--- config.mk ---
export PLATFORM = sky130hd
export DESIGN_NAME = pmb_core
export DESIGN_NICKNAME = d
export VERILOG_FILES = /design/src/hw/pmb_pkg.sv /design/src/hw/pmb_lat_timer.sv /design/src/hw/pmb_core.sv
export SDC_FILE = /design/constraint.sdc
export NUM_CORES = 1
export LEC_CHECK = 0
export CAP_MARGIN = 25
export CORE_MARGIN = 2
export CORE_UTILIZATION = 59
export DETAILED_ROUTE_END_ITERATION = 8
export DONT_BUFFER_PORTS = 1
export PLACE_DENSITY = 0.75
export SLEW_MARGIN = 40
export SYNTH_ARGS = -nofsm -noshare
export SYNTH_HDL_FRONTEND = slang
export SYNTH_SLANG_ARGS = --single-unit
--- constraint.sdc ---
create_clock -name clk -period 2.5 [get_ports clk]
set_input_delay 0 -clock clk [delete_from_list [all_inputs] [get_ports clk]]
set_output_delay 0 -clock clk [all_outputs]
set_load 0.05 [all_outputs]
--- src/hw/pmb_pkg.sv ---
// shared constants and types of the pci master back-end port
package pmb_pkg;

  // ----------------------------------------------------------------
  // clock and timing
  // ----------------------------------------------------------------
  localparam int unsigned CLK_PERIOD_NS      = 100;
  // clocks the core waits for a target to claim the address
  localparam int unsigned DEVSEL_WAIT_CLOCKS = 5;
  localparam int unsigned DSEL_CNT_W         = 3;
  localparam int unsigned LAT_W              = 8;

  // ----------------------------------------------------------------
  // pci bus commands and byte enables
  // ----------------------------------------------------------------
  localparam logic [3:0] CMD_MEM_READ      = 4'h6;
  localparam logic [3:0] CMD_MEM_READ_LINE = 4'hE;
  localparam logic [3:0] CMD_MEM_READ_MULT = 4'hC;
  localparam logic [3:0] CMD_MEM_WRITE     = 4'h7;
  localparam logic [3:0] BE_ALL_LANES_N    = 4'h0;

  // ----------------------------------------------------------------
  // reset values
  // ----------------------------------------------------------------
  localparam logic [31:0]      WORD_RST = 32'h0000_0000;
  localparam logic [3:0]       CBE_RST  = 4'h0;
  localparam logic [LAT_W-1:0] LAT_RST  = 8'h00;
  localparam logic [DSEL_CNT_W-1:0] DSEL_RST = 3'h0;

  // ----------------------------------------------------------------
  // master sequencer states
  // ----------------------------------------------------------------
  typedef enum logic [5:0] {
    ST_IDLE = 6'b00_0001,
    ST_REQ  = 6'b00_0010,
    ST_ADDR = 6'b00_0100,
    ST_DATA = 6'b00_1000,
    ST_TURN = 6'b01_0000,
    ST_DONE = 6'b10_0000
  } pmb_state_e;

endpackage : pmb_pkg

--- src/hw/pmb_lat_timer.sv ---
// latency timer of the pci master: counts down the granted tenure
module pmb_lat_timer #(
  parameter int unsigned LAT_W = pmb_pkg::LAT_W
) (
  // clock and reset
  input  wire logic             clk,
  input  wire logic             rst,
  // control
  input  wire logic             load,
  input  wire logic [LAT_W-1:0] load_value,
  // status
  output logic                  expired
);

  logic [LAT_W-1:0] count_ff;
  logic [LAT_W-1:0] nxt_count;
  logic             expired_ff;
  logic             nxt_expired;

  // ----------------------------------------------------------------
  // countdown
  // ----------------------------------------------------------------
  always_comb begin
    nxt_count   = count_ff;
    nxt_expired = expired_ff;
    if (load) begin
      nxt_count   = load_value;
      nxt_expired = 1'b0;
    end else if (count_ff != '0) begin
      nxt_count   = count_ff - LAT_W'(1);
      nxt_expired = (count_ff == LAT_W'(1));
    end
  end

  always_ff @(posedge clk) begin
    if (rst) begin
      count_ff   <= pmb_pkg::LAT_RST;
      expired_ff <= 1'b0;
    end else begin
      count_ff   <= nxt_count;
      expired_ff <= nxt_expired;
    end
  end

  assign expired = expired_ff;

endmodule // pmb_lat_timer

--- src/hw/pmb_core.sv ---
// pci master core with its back-end port towards a local dma controller
// ------------------------------------------------------------------
// What this block does
// - port names with _n at the end or before _i/_o are active low, all others active high
// - write words come with a valid; core pops each with a taken strobe
// - write finished is signalled once the write pipeline has drained
// - read words come with one valid strobe each, used as fifo push
// - read finished is signalled once the read pipeline has drained
// - read select 00/01 memory read, 10 read line, 11 read multiple
// - latency enable low ignores the latency timer; keep it high
// - a flag follows each completed data transfer by one clock
// - last-cycle flag marks the final data transfer of a burst
// - copies of own bus request and initiator ready go to the back-end
// - target abort during a master transaction is flagged as error
// - target timeout with no responding target is flagged as error
// - the master never inserts wait states; one word per transfer clock
// ------------------------------------------------------------------
module pmb_core #(
  parameter int unsigned DEVSEL_LIMIT = pmb_pkg::DEVSEL_WAIT_CLOCKS
) (
  // clock and reset
  input  wire logic        clk,
  input  wire logic        rst,
  // dma request side
  input  wire logic [31:0] master_write_address,
  input  wire logic [31:0] master_read_address,
  input  wire logic        dma_write_phase,
  input  wire logic        dma_read_phase,
  input  wire logic        burst_request,
  input  wire logic        one_remaining,
  input  wire logic        two_or_fewer_remaining,
  input  wire logic [1:0]  read_command_select,
  input  wire logic        latency_limit_enable,
  input  wire logic [7:0]  latency_timer_value,
  // outbound data
  input  wire logic [31:0] outbound_word,
  input  wire logic        outbound_word_valid,
  output logic             outbound_word_taken,
  output logic             write_burst_finished,
  // inbound data
  output logic [31:0]      inbound_word,
  output logic             inbound_word_valid,
  output logic             read_burst_finished,
  // transfer status
  output logic             transfer_seen_prev_clock,
  output logic             last_cycle_flag,
  output logic             bus_request_copy_n,
  output logic             initiator_ready_copy_n,
  output logic             target_abort_seen,
  output logic             target_timeout_seen,
  // pci bus
  output logic             pci_req_n,
  input  wire logic        pci_gnt_n,
  input  wire logic        pci_frame_n_i,
  output logic             pci_frame_n_o,
  output logic             pci_frame_oe,
  input  wire logic        pci_irdy_n_i,
  output logic             pci_irdy_n_o,
  output logic             pci_irdy_oe,
  input  wire logic        pci_trdy_n_i,
  input  wire logic        pci_devsel_n_i,
  input  wire logic        pci_stop_n_i,
  input  wire logic [31:0] pci_ad_i,
  output logic [31:0]      pci_ad_o,
  output logic             pci_ad_oe,
  output logic [3:0]       pci_cbe_n_o,
  output logic             pci_cbe_oe
);

  // ----------------------------------------------------------------
  // helpers
  // ----------------------------------------------------------------
  function automatic logic [3:0] read_cmd(input logic [1:0] sel);
    unique case (sel)
      2'b10:   read_cmd = pmb_pkg::CMD_MEM_READ_LINE;
      2'b11:   read_cmd = pmb_pkg::CMD_MEM_READ_MULT;
      default: read_cmd = pmb_pkg::CMD_MEM_READ;
    endcase
  endfunction

  // ----------------------------------------------------------------
  // state
  // ----------------------------------------------------------------
  pmb_pkg::pmb_state_e state_ff, nxt_state;
  logic        is_write_ff, nxt_is_write;
  logic        req_n_ff, nxt_req_n;
  logic        frame_n_ff, nxt_frame_n;
  logic        frame_oe_ff, nxt_frame_oe;
  logic        irdy_n_ff, nxt_irdy_n;
  logic        irdy_oe_ff, nxt_irdy_oe;
  logic [31:0] ad_o_ff, nxt_ad_o;
  logic        ad_oe_ff, nxt_ad_oe;
  logic [3:0]  cbe_ff, nxt_cbe;
  logic        cbe_oe_ff, nxt_cbe_oe;
  logic        taken_ff, nxt_taken;
  logic        wr_done_ff, nxt_wr_done;
  logic        rd_done_ff, nxt_rd_done;
  logic [31:0] in_word_ff, nxt_in_word;
  logic        in_valid_ff, nxt_in_valid;
  logic        xfer_d1_ff, nxt_xfer_d1;
  logic        last_ff, nxt_last;
  logic        abort_ff, nxt_abort;
  logic        tto_ff, nxt_tto;
  logic        finished_ff, nxt_finished;
  logic        devsel_seen_ff, nxt_devsel_seen;
  logic [pmb_pkg::DSEL_CNT_W-1:0] dsel_cnt_ff, nxt_dsel_cnt;

  logic xfer, tgt_stop, tgt_abort, tgt_timeout;
  logic lat_expired, tenure_over, bus_idle, phase_req;

  // ----------------------------------------------------------------
  // bus events
  // ----------------------------------------------------------------
  assign xfer        = (state_ff == pmb_pkg::ST_DATA) && !irdy_n_ff
                       && !pci_trdy_n_i && !pci_devsel_n_i;
  assign tgt_stop    = (state_ff == pmb_pkg::ST_DATA) && !pci_stop_n_i && !pci_devsel_n_i;
  assign tgt_abort   = (state_ff == pmb_pkg::ST_DATA) && devsel_seen_ff
                       && pci_devsel_n_i && !pci_stop_n_i;
  assign tgt_timeout = (state_ff == pmb_pkg::ST_DATA) && !devsel_seen_ff && pci_devsel_n_i
                       && (dsel_cnt_ff == pmb_pkg::DSEL_CNT_W'(DEVSEL_LIMIT));
  // tenure ends only when the arbiter has taken the grant away
  assign tenure_over = latency_limit_enable && lat_expired && pci_gnt_n;
  assign bus_idle    = pci_frame_n_i && pci_irdy_n_i;
  assign phase_req   = (dma_write_phase || dma_read_phase) && burst_request;

  pmb_lat_timer #(
    .LAT_W (pmb_pkg::LAT_W)
  ) u_lat_timer (
    .clk        (clk),
    .rst        (rst),
    .load       (state_ff == pmb_pkg::ST_ADDR),
    .load_value (latency_timer_value),
    .expired    (lat_expired)
  );

  // ----------------------------------------------------------------
  // sequencer next state
  // ----------------------------------------------------------------
  always_comb begin
    nxt_state       = state_ff;
    nxt_ad_o        = ad_o_ff;
    nxt_cbe         = cbe_ff;
    nxt_in_word     = in_word_ff;
    nxt_dsel_cnt    = dsel_cnt_ff;
    nxt_devsel_seen = devsel_seen_ff;
    nxt_xfer_d1     = xfer;
    {nxt_is_write, nxt_req_n, nxt_frame_n} = {is_write_ff, req_n_ff, frame_n_ff};
    {nxt_frame_oe, nxt_irdy_n, nxt_irdy_oe} = {frame_oe_ff, irdy_n_ff, irdy_oe_ff};
    {nxt_ad_oe, nxt_cbe_oe, nxt_finished} = {ad_oe_ff, cbe_oe_ff, finished_ff};
    {nxt_taken, nxt_wr_done, nxt_rd_done, nxt_in_valid} = 4'h0;
    {nxt_last, nxt_abort, nxt_tto} = 3'h0;

    // read words are pushed one clock after they cross the bus
    if (xfer && !is_write_ff) begin
      nxt_in_word  = pci_ad_i;
      nxt_in_valid = 1'b1;
    end

    unique case (state_ff)
      pmb_pkg::ST_IDLE: begin
        nxt_finished = 1'b0;
        if (phase_req) begin
          nxt_is_write = dma_write_phase;
          nxt_req_n    = 1'b0;
          nxt_state    = pmb_pkg::ST_REQ;
        end
      end
      pmb_pkg::ST_REQ: begin
        if (!phase_req) begin
          nxt_req_n = 1'b1;
          nxt_state = pmb_pkg::ST_IDLE;
        end else if (!pci_gnt_n && bus_idle) begin
          nxt_frame_n  = 1'b0;
          nxt_frame_oe = 1'b1;
          nxt_irdy_n   = 1'b1;
          nxt_irdy_oe  = 1'b1;
          nxt_ad_o     = is_write_ff ? master_write_address : master_read_address;
          nxt_ad_oe    = 1'b1;
          nxt_cbe      = is_write_ff ? pmb_pkg::CMD_MEM_WRITE
                                     : read_cmd(read_command_select);
          nxt_cbe_oe   = 1'b1;
          nxt_devsel_seen = 1'b0;
          nxt_dsel_cnt = pmb_pkg::DSEL_RST;
          nxt_state    = pmb_pkg::ST_ADDR;
        end
      end
      pmb_pkg::ST_ADDR: begin
        nxt_irdy_n = 1'b0;
        nxt_cbe    = pmb_pkg::BE_ALL_LANES_N;
        nxt_ad_oe  = is_write_ff;
        if (is_write_ff) begin
          nxt_ad_o  = outbound_word;
          nxt_taken = outbound_word_valid;
        end
        // a single-word burst starts straight in its final phase
        if (one_remaining) begin
          nxt_frame_n = 1'b1;
          nxt_req_n   = 1'b1;
          nxt_last    = 1'b1;
        end
        nxt_state = pmb_pkg::ST_DATA;
      end
      pmb_pkg::ST_DATA: begin
        if (!pci_devsel_n_i) begin
          nxt_devsel_seen = 1'b1;
        end else if (!devsel_seen_ff) begin
          nxt_dsel_cnt = dsel_cnt_ff + pmb_pkg::DSEL_CNT_W'(1);
        end
        if (tgt_abort || tgt_timeout) begin
          nxt_abort    = tgt_abort;
          nxt_tto      = tgt_timeout;
          nxt_finished = 1'b1;
          nxt_frame_n  = 1'b1;
          nxt_frame_oe = 1'b0;
          nxt_irdy_n   = 1'b1;
          nxt_ad_oe    = 1'b0;
          nxt_cbe_oe   = 1'b0;
          nxt_req_n    = 1'b1;
          nxt_state    = pmb_pkg::ST_TURN;
        end else if (frame_n_ff) begin
          // final phase: the burst is done on a transfer with the last flag set, cut short on a stop or without it
          if (xfer || tgt_stop) begin
            nxt_finished = xfer && last_ff;
            nxt_frame_oe = 1'b0;
            nxt_irdy_n   = 1'b1;
            nxt_ad_oe    = 1'b0;
            nxt_cbe_oe   = 1'b0;
            nxt_state    = pmb_pkg::ST_TURN;
          end else begin
            nxt_last = last_ff;
          end
        end else if (xfer || tgt_stop) begin
          if (xfer && is_write_ff) begin
            nxt_ad_o  = outbound_word;
            nxt_taken = outbound_word_valid;
          end
          if (tgt_stop || tenure_over || (xfer && two_or_fewer_remaining)) begin
            nxt_frame_n = 1'b1;
            nxt_req_n   = 1'b1;
            nxt_last    = !tgt_stop && xfer && two_or_fewer_remaining;
          end
        end
      end
      pmb_pkg::ST_TURN: begin
        nxt_irdy_oe = 1'b0;
        nxt_req_n   = 1'b1;
        nxt_state   = pmb_pkg::ST_DONE;
      end
      pmb_pkg::ST_DONE: begin
        // the last read word was pushed in the previous clock: pipeline empty
        if (finished_ff) begin
          nxt_wr_done = is_write_ff;
          nxt_rd_done = !is_write_ff;
          nxt_state   = pmb_pkg::ST_IDLE;
        end else if (phase_req) begin
          // cut short: ask again, the dma address has moved on meanwhile
          nxt_req_n = 1'b0;
          nxt_state = pmb_pkg::ST_REQ;
        end else begin
          nxt_state = pmb_pkg::ST_IDLE;
        end
      end
    endcase
  end

  // ----------------------------------------------------------------
  // sequencer registers
  // ----------------------------------------------------------------
  always_ff @(posedge clk) begin
    if (rst) begin
      state_ff    <= pmb_pkg::ST_IDLE;
      ad_o_ff     <= pmb_pkg::WORD_RST;
      cbe_ff      <= pmb_pkg::CBE_RST;
      in_word_ff  <= pmb_pkg::WORD_RST;
      dsel_cnt_ff <= pmb_pkg::DSEL_RST;
      {req_n_ff, frame_n_ff, irdy_n_ff} <= 3'h7;
      {taken_ff, wr_done_ff, rd_done_ff, in_valid_ff, xfer_d1_ff, last_ff} <= 6'h00;
      {abort_ff, tto_ff, finished_ff, is_write_ff, frame_oe_ff, irdy_oe_ff} <= 6'h00;
      {ad_oe_ff, cbe_oe_ff, devsel_seen_ff} <= 3'h0;
    end else begin
      state_ff    <= nxt_state;
      ad_o_ff     <= nxt_ad_o;
      cbe_ff      <= nxt_cbe;
      in_word_ff  <= nxt_in_word;
      dsel_cnt_ff <= nxt_dsel_cnt;
      {req_n_ff, frame_n_ff, irdy_n_ff} <= {nxt_req_n, nxt_frame_n, nxt_irdy_n};
      {taken_ff, wr_done_ff, rd_done_ff} <= {nxt_taken, nxt_wr_done, nxt_rd_done};
      {in_valid_ff, xfer_d1_ff, last_ff} <= {nxt_in_valid, nxt_xfer_d1, nxt_last};
      {abort_ff, tto_ff, finished_ff} <= {nxt_abort, nxt_tto, nxt_finished};
      {is_write_ff, frame_oe_ff, irdy_oe_ff} <= {nxt_is_write, nxt_frame_oe, nxt_irdy_oe};
      {ad_oe_ff, cbe_oe_ff, devsel_seen_ff} <= {nxt_ad_oe, nxt_cbe_oe, nxt_devsel_seen};
    end
  end

  // ----------------------------------------------------------------
  // outputs, all straight from registers
  // ----------------------------------------------------------------
  assign outbound_word_taken      = taken_ff;
  assign write_burst_finished     = wr_done_ff;
  assign inbound_word             = in_word_ff;
  assign inbound_word_valid       = in_valid_ff;
  assign read_burst_finished      = rd_done_ff;
  assign transfer_seen_prev_clock = xfer_d1_ff;
  assign last_cycle_flag          = last_ff;
  assign bus_request_copy_n       = req_n_ff;
  assign initiator_ready_copy_n   = irdy_n_ff;
  assign target_abort_seen        = abort_ff;
  assign target_timeout_seen      = tto_ff;
  assign pci_req_n                = req_n_ff;
  assign pci_frame_n_o            = frame_n_ff;
  assign pci_frame_oe             = frame_oe_ff;
  assign pci_irdy_n_o             = irdy_n_ff;
  assign pci_irdy_oe              = irdy_oe_ff;
  assign pci_ad_o                 = ad_o_ff;
  assign pci_ad_oe                = ad_oe_ff;
  assign pci_cbe_n_o              = cbe_ff;
  assign pci_cbe_oe               = cbe_oe_ff;

endmodule // pmb_core

==> flow_summary.ini, run 1 <==
[status]
status = did not finish
stop_stage = 4_1_cts
firstError = [ERROR RSZ-0060] Max buffer count reached.

[synth]
synthTopCellsByArea = sky130_fd_sc_hd__dfxtp_1 43%, sky130_fd_sc_hd__nand2_1 12%, sky130_fd_sc_hd__a21oi_1 8.1%
yosys-mux-area-fraction_pct = 7.73
yosys.area_share.adder_pct = 1.31
syn-cell-area_mm2 = 0.00479
synth-seq-area-share_pct = 43.0
synth_top_cell_by_area = sky130_fd_sc_hd__dfxtp_1
synth_top_family_by_area = simple AND/OR/NAND/NOR gates
synth-edff-count = 0
syn-instance-count = 592
async_reset_ff_share_pct = 0
synth_top_area_share_pct = 43.0
ys_dominant_reg_cell = sky130_fd_sc_hd__dfxtp_1
synthSimpleGateAreaFrac_pct = 22.0
netlist-cell-type-count = 52
synth-compound-area-share_pct = 19.6
post_synthesis_share_of_cell_area_spent_on_xor_and_xnor_gates_pct = 1.28
yosys_warnings = 0
yosys_register_bits = 103
postSynthAreaPerCell_um2 = 8.09
synthesis.nets = 750

[floorplan]
chipHeight_um = 94.1
floorplan.io_pins = 238
rows = 32
overall_die_width_um = 94.1
floorplan.initialDensity_pct = 61.4

[cts]
cts.repair_timing.setup_buffer_count = 0
holdBufCountCts = 138
cts.path.max_buffers = 2
post_cts.resized_instances = 0
cts.htree.levels = 3
tritoncts.num_buffers = 9
clk_sink_count = 103
clk_root_buffer_cell = sky130_fd_sc_hd__clkbuf_8

[place]
place_inst = 665
routabilityCongestion = 0.896
dp_wirelength_mm = 8.92
numPortBuffers = 0
==> Yosys cell counts (3+ instances only) <==
library cell                 n
sky130_fd_sc_hd__buf_6       4
sky130_fd_sc_hd__mux2i_1    37
sky130_fd_sc_hd__a211oi_1    6
sky130_fd_sc_hd__nor4_1      3
sky130_fd_sc_hd__and3_1      5
sky130_fd_sc_hd__or3_1       5
sky130_fd_sc_hd__buf_4       3
sky130_fd_sc_hd__inv_1       7
sky130_fd_sc_hd__a21oi_1    78
sky130_fd_sc_hd__nor2b_1     6
sky130_fd_sc_hd__nand2_1   149
sky130_fd_sc_hd__clkbuf_1   29
sky130_fd_sc_hd__buf_2       8
sky130_fd_sc_hd__xnor2_1     6
sky130_fd_sc_hd__nand3_1     8
sky130_fd_sc_hd__nor3_1     18
sky130_fd_sc_hd__o21ai_0     8
sky130_fd_sc_hd__nor2_1     31
sky130_fd_sc_hd__o211ai_1   34
sky130_fd_sc_hd__ha_1        5
sky130_fd_sc_hd__dfxtp_1   103
==> stage by stage <==
step                worst slack (ns)  instance area (um2)
detailed placement             0.248                 4860
global placement               0.312                 4860
floorplan                      0.486                 4790
==> logic make-up after synthesis <==
logic type / count (synthesis)
simple gates: 240
compound gates: 148
flops: 103
buf+inv: 52
mux: 37
xor+xnor: 7
fa+ha+maj: 5
==> run 2, diff against run 1 <==
Settings changed: CORE_UTILIZATION 59 to 40, PLACE_DENSITY 0.75 to default, PLACE_DENSITY_LB_ADDON from default to 0.15.
==> flow_summary.ini, run 2 <==
[route]
vias = 4739
ant_nets = 0
route.detailed.drc = 0
avgRoutedWirePerCell_um = 17.8
drt_first_iter_violations = 323
detailedRoute.firstPassIterationCount = 5
route.detailed.vias_per_inst = 5.52
routed_wirelength_mm = 15.3

[synth]
syn-cell-area_mm2 = 0.00479
synthesis.nets = 750
synth-seq-area-share_pct = 43.0
async_reset_ff_share_pct = 0
synth_top_cell_by_area = sky130_fd_sc_hd__dfxtp_1
netlist-cell-type-count = 52
synth.most_common_cell = sky130_fd_sc_hd__nand2_1
synth.cells.most_frequent = 149 x sky130_fd_sc_hd__nand2_1, 103 x sky130_fd_sc_hd__dfxtp_1, 78 x sky130_fd_sc_hd__a21oi_1
ys_dominant_reg_cell = sky130_fd_sc_hd__dfxtp_1
synth_top_area_share_pct = 43.0
yosys_warnings = 0
synthTopCellsByArea = sky130_fd_sc_hd__dfxtp_1 43%, sky130_fd_sc_hd__nand2_1 12%, sky130_fd_sc_hd__a21oi_1 8.1%
syn-instance-count = 592
postSynthAreaPerCell_um2 = 8.09
synth-edff-count = 0
yosys_register_bits = 103

[floorplan]
floorplan.initialDensity_pct = 41.4
fp.coreArea_mm2 = 0.0116
chipHeight_um = 113
die_area_mm2 = 0.0129
floorplan.io_pins = 238
overall_die_width_um = 113
rows = 39

[critical_path]
critical_path.n_buffers_inverters = 2
cpPeakStageDelay_ns = 0.59
critPathArrivalTime_ns = 2.52
rr_startpoint = is_write_ff
start_kind = flip-flop
path_max_fanout = 36
critPathKind = flip-flop to flip-flop
worstPathRequired_ns = 2.72
crit_chain = buf_4, mux2i_1, dlygate4sd3_1, nand2_1, o211ai_1, a21oi_1
worst_setup_path_end_kind = flip-flop
cpMaxStageDelayCell = sky130_fd_sc_hd__dlygate4sd3_1
cp-startpoint = is_write_ff
cpLargestDelayFamily = buffers and inverters

[layout]
area_growth_pct = 36.6
layout_commonest_cell = sky130_fd_sc_hd__nand2_1
finish.utilization_pct = 56.6
layout.cells.most_common_list = 149 x sky130_fd_sc_hd__nand2_1, 134 x sky130_fd_sc_hd__dlygate4sd3_1, 102 x sky130_fd_sc_hd__dfxtp_1
layout.nets = 868
antennaDiodeCount = 0
drive_gt1_share_pct = 6.01

[timing]
final_total_negative_setup_slack_ns = 0
post-route-period-util_pct = 92.1
final_period_minus_worst_setup_slack_ns = 2.30
clock-skew-final_ns = 0.00441
report.final.hold_viol_count = 0
tightestPinTransition_ns = 0.617
setup_repair_after_global_routing_missed_its_margin = false
slew-limit-headroom_pct = 58.9
fmax_ghz = 0.434
finalSetupViolCount = 0
timing_max_transition_violations_final = 0

[worst_hold_path]
holdCritStartpoint = master_read_address[0]
hold_crit_class = input pin to flip-flop

[cts]
tritoncts.num_buffers = 9
clk_sink_count = 103
cts.path.max_buffers = 2
cts_tree = built
cts.repair_timing.setup_buffer_count = 0
clk_latency_ns = 0.34
cts.htree.levels = 3
clk_pin_slew_ns = 0.07
clk_root_buffer_cell = sky130_fd_sc_hd__clkbuf_16

[power_and_ir_drop]
power_density_over_the_cells_mw_per_mm2 = 612
leakage_power_of_the_design_nw = 2.36
ir_drop_v = 0.000413

[global_routing]
antenna_found_initial = 0
grt_max_degree = 96
grt.overflow.total = 0
via_count_of_the_first_global_routing_pass = 4678
global_route_wire_length_before_repair_mm = 23.9
grtUsageTotal_pct = 23.3

[status]
status = finished clean

[place]
routabilityCongestion = 0.871
numPortBuffers = 0
dp_wirelength_mm = 9.09

[job]
max-cap-violations = 0
## run 2: cell counts after synthesis
Identical to the previous run, type by type.
## run 2: timing repair
action,4_1_cts,5_1_grt
resized for setup,0,2
hold buffers,132,3
endpoints found under the setup margin,0,1
endpoints found under the hold margin,103,1
## run 2: worst reg2reg max path: stages, from the launching register on
cell and delay [ns]:
sky130_fd_sc_hd__dfxtp_2 0.45, sky130_fd_sc_hd__buf_4 0.53, sky130_fd_sc_hd__mux2i_1 0.34, sky130_fd_sc_hd__dlygate4sd3_1 0.59, sky130_fd_sc_hd__nand2_1 0.07, sky130_fd_sc_hd__o211ai_1 0.12
sky130_fd_sc_hd__a21oi_1 0.08
## run 2: metal layers
| metal | GRT usage (%) | up-vias | wire, um |
|---|---|---|---|
| met5 | 0 | - | 0 |
| met4 | 9.59 | 0 | 378 |
| met3 | 7.12 | 31 | 1190 |
| met2 | 39.7 | 225 | 7440 |
| met1 | 27.5 | 2181 | 6240 |
| li1 | - | 2302 | - |
## run 2: path summary, 6_finish.rpt
check	end	slack, ns	depth (start not counted)
min	pci_ad_o[0]	0.009	4
max reg2reg	pci_ad_o[26]	0.20	6
max	pci_ad_o[26]	0.20	6
min reg2reg	target_timeout_seen	0.51	2
## run 2: layout make-up
type | instances | area, um2
Tap cell | 143 | 179
Fill cell | 1020 | 5020
Inverter | 7 | 26.3
Timing Repair Buffer | 152 | 1510
Clock inverter | 5 | 42.5
Multi-Input combinational cell | 437 | 2490
Sequential cell | 103 | 2060
Clock buffer | 11 | 233
## run 2: kinds of logic after synthesis
group | after synthesis | synth area share (%)
buffers and inverters | 52 | 5.14
AOI/OAI and AO/OA | 148 | 19.6
DFF | 103 | 43.0
adders and majority gates | 5 | 1.31
muxes | 37 | 7.73
and+or+nand+nor | 240 | 22.0
xor gates and xnor gates | 7 | 1.28
## run 2: metrics by stage
stage	power (mW)	cell area, um2	instances	hold WS [ns]	setup slack [ns]
2_1_floorplan	2.36	4790	592	0.111	0.486
3_3_place_gp	2.45	4900	707	0.0838	0.313
3_5_place_dp	2.46	4900	707	0.0867	0.287
4_1_cts	4.01	6510	855	0.000628	0.167
5_1_grt	4.21	6550	858	0.00289	0.0109
6_report	4.01	6550	858	0.00930	0.197
## run 2: report_power, final
part	internal [mW]	switching, mW	total (mW)	leakage, nW
combinational	0.468	0.394	0.862	1.39
clock	0.688	0.641	1.33	0.131
sequential	1.71	0.104	1.82	0.833
total	2.87	1.14	4.01	2.36
Note: power is estimated with default switching activity, not from simulation.
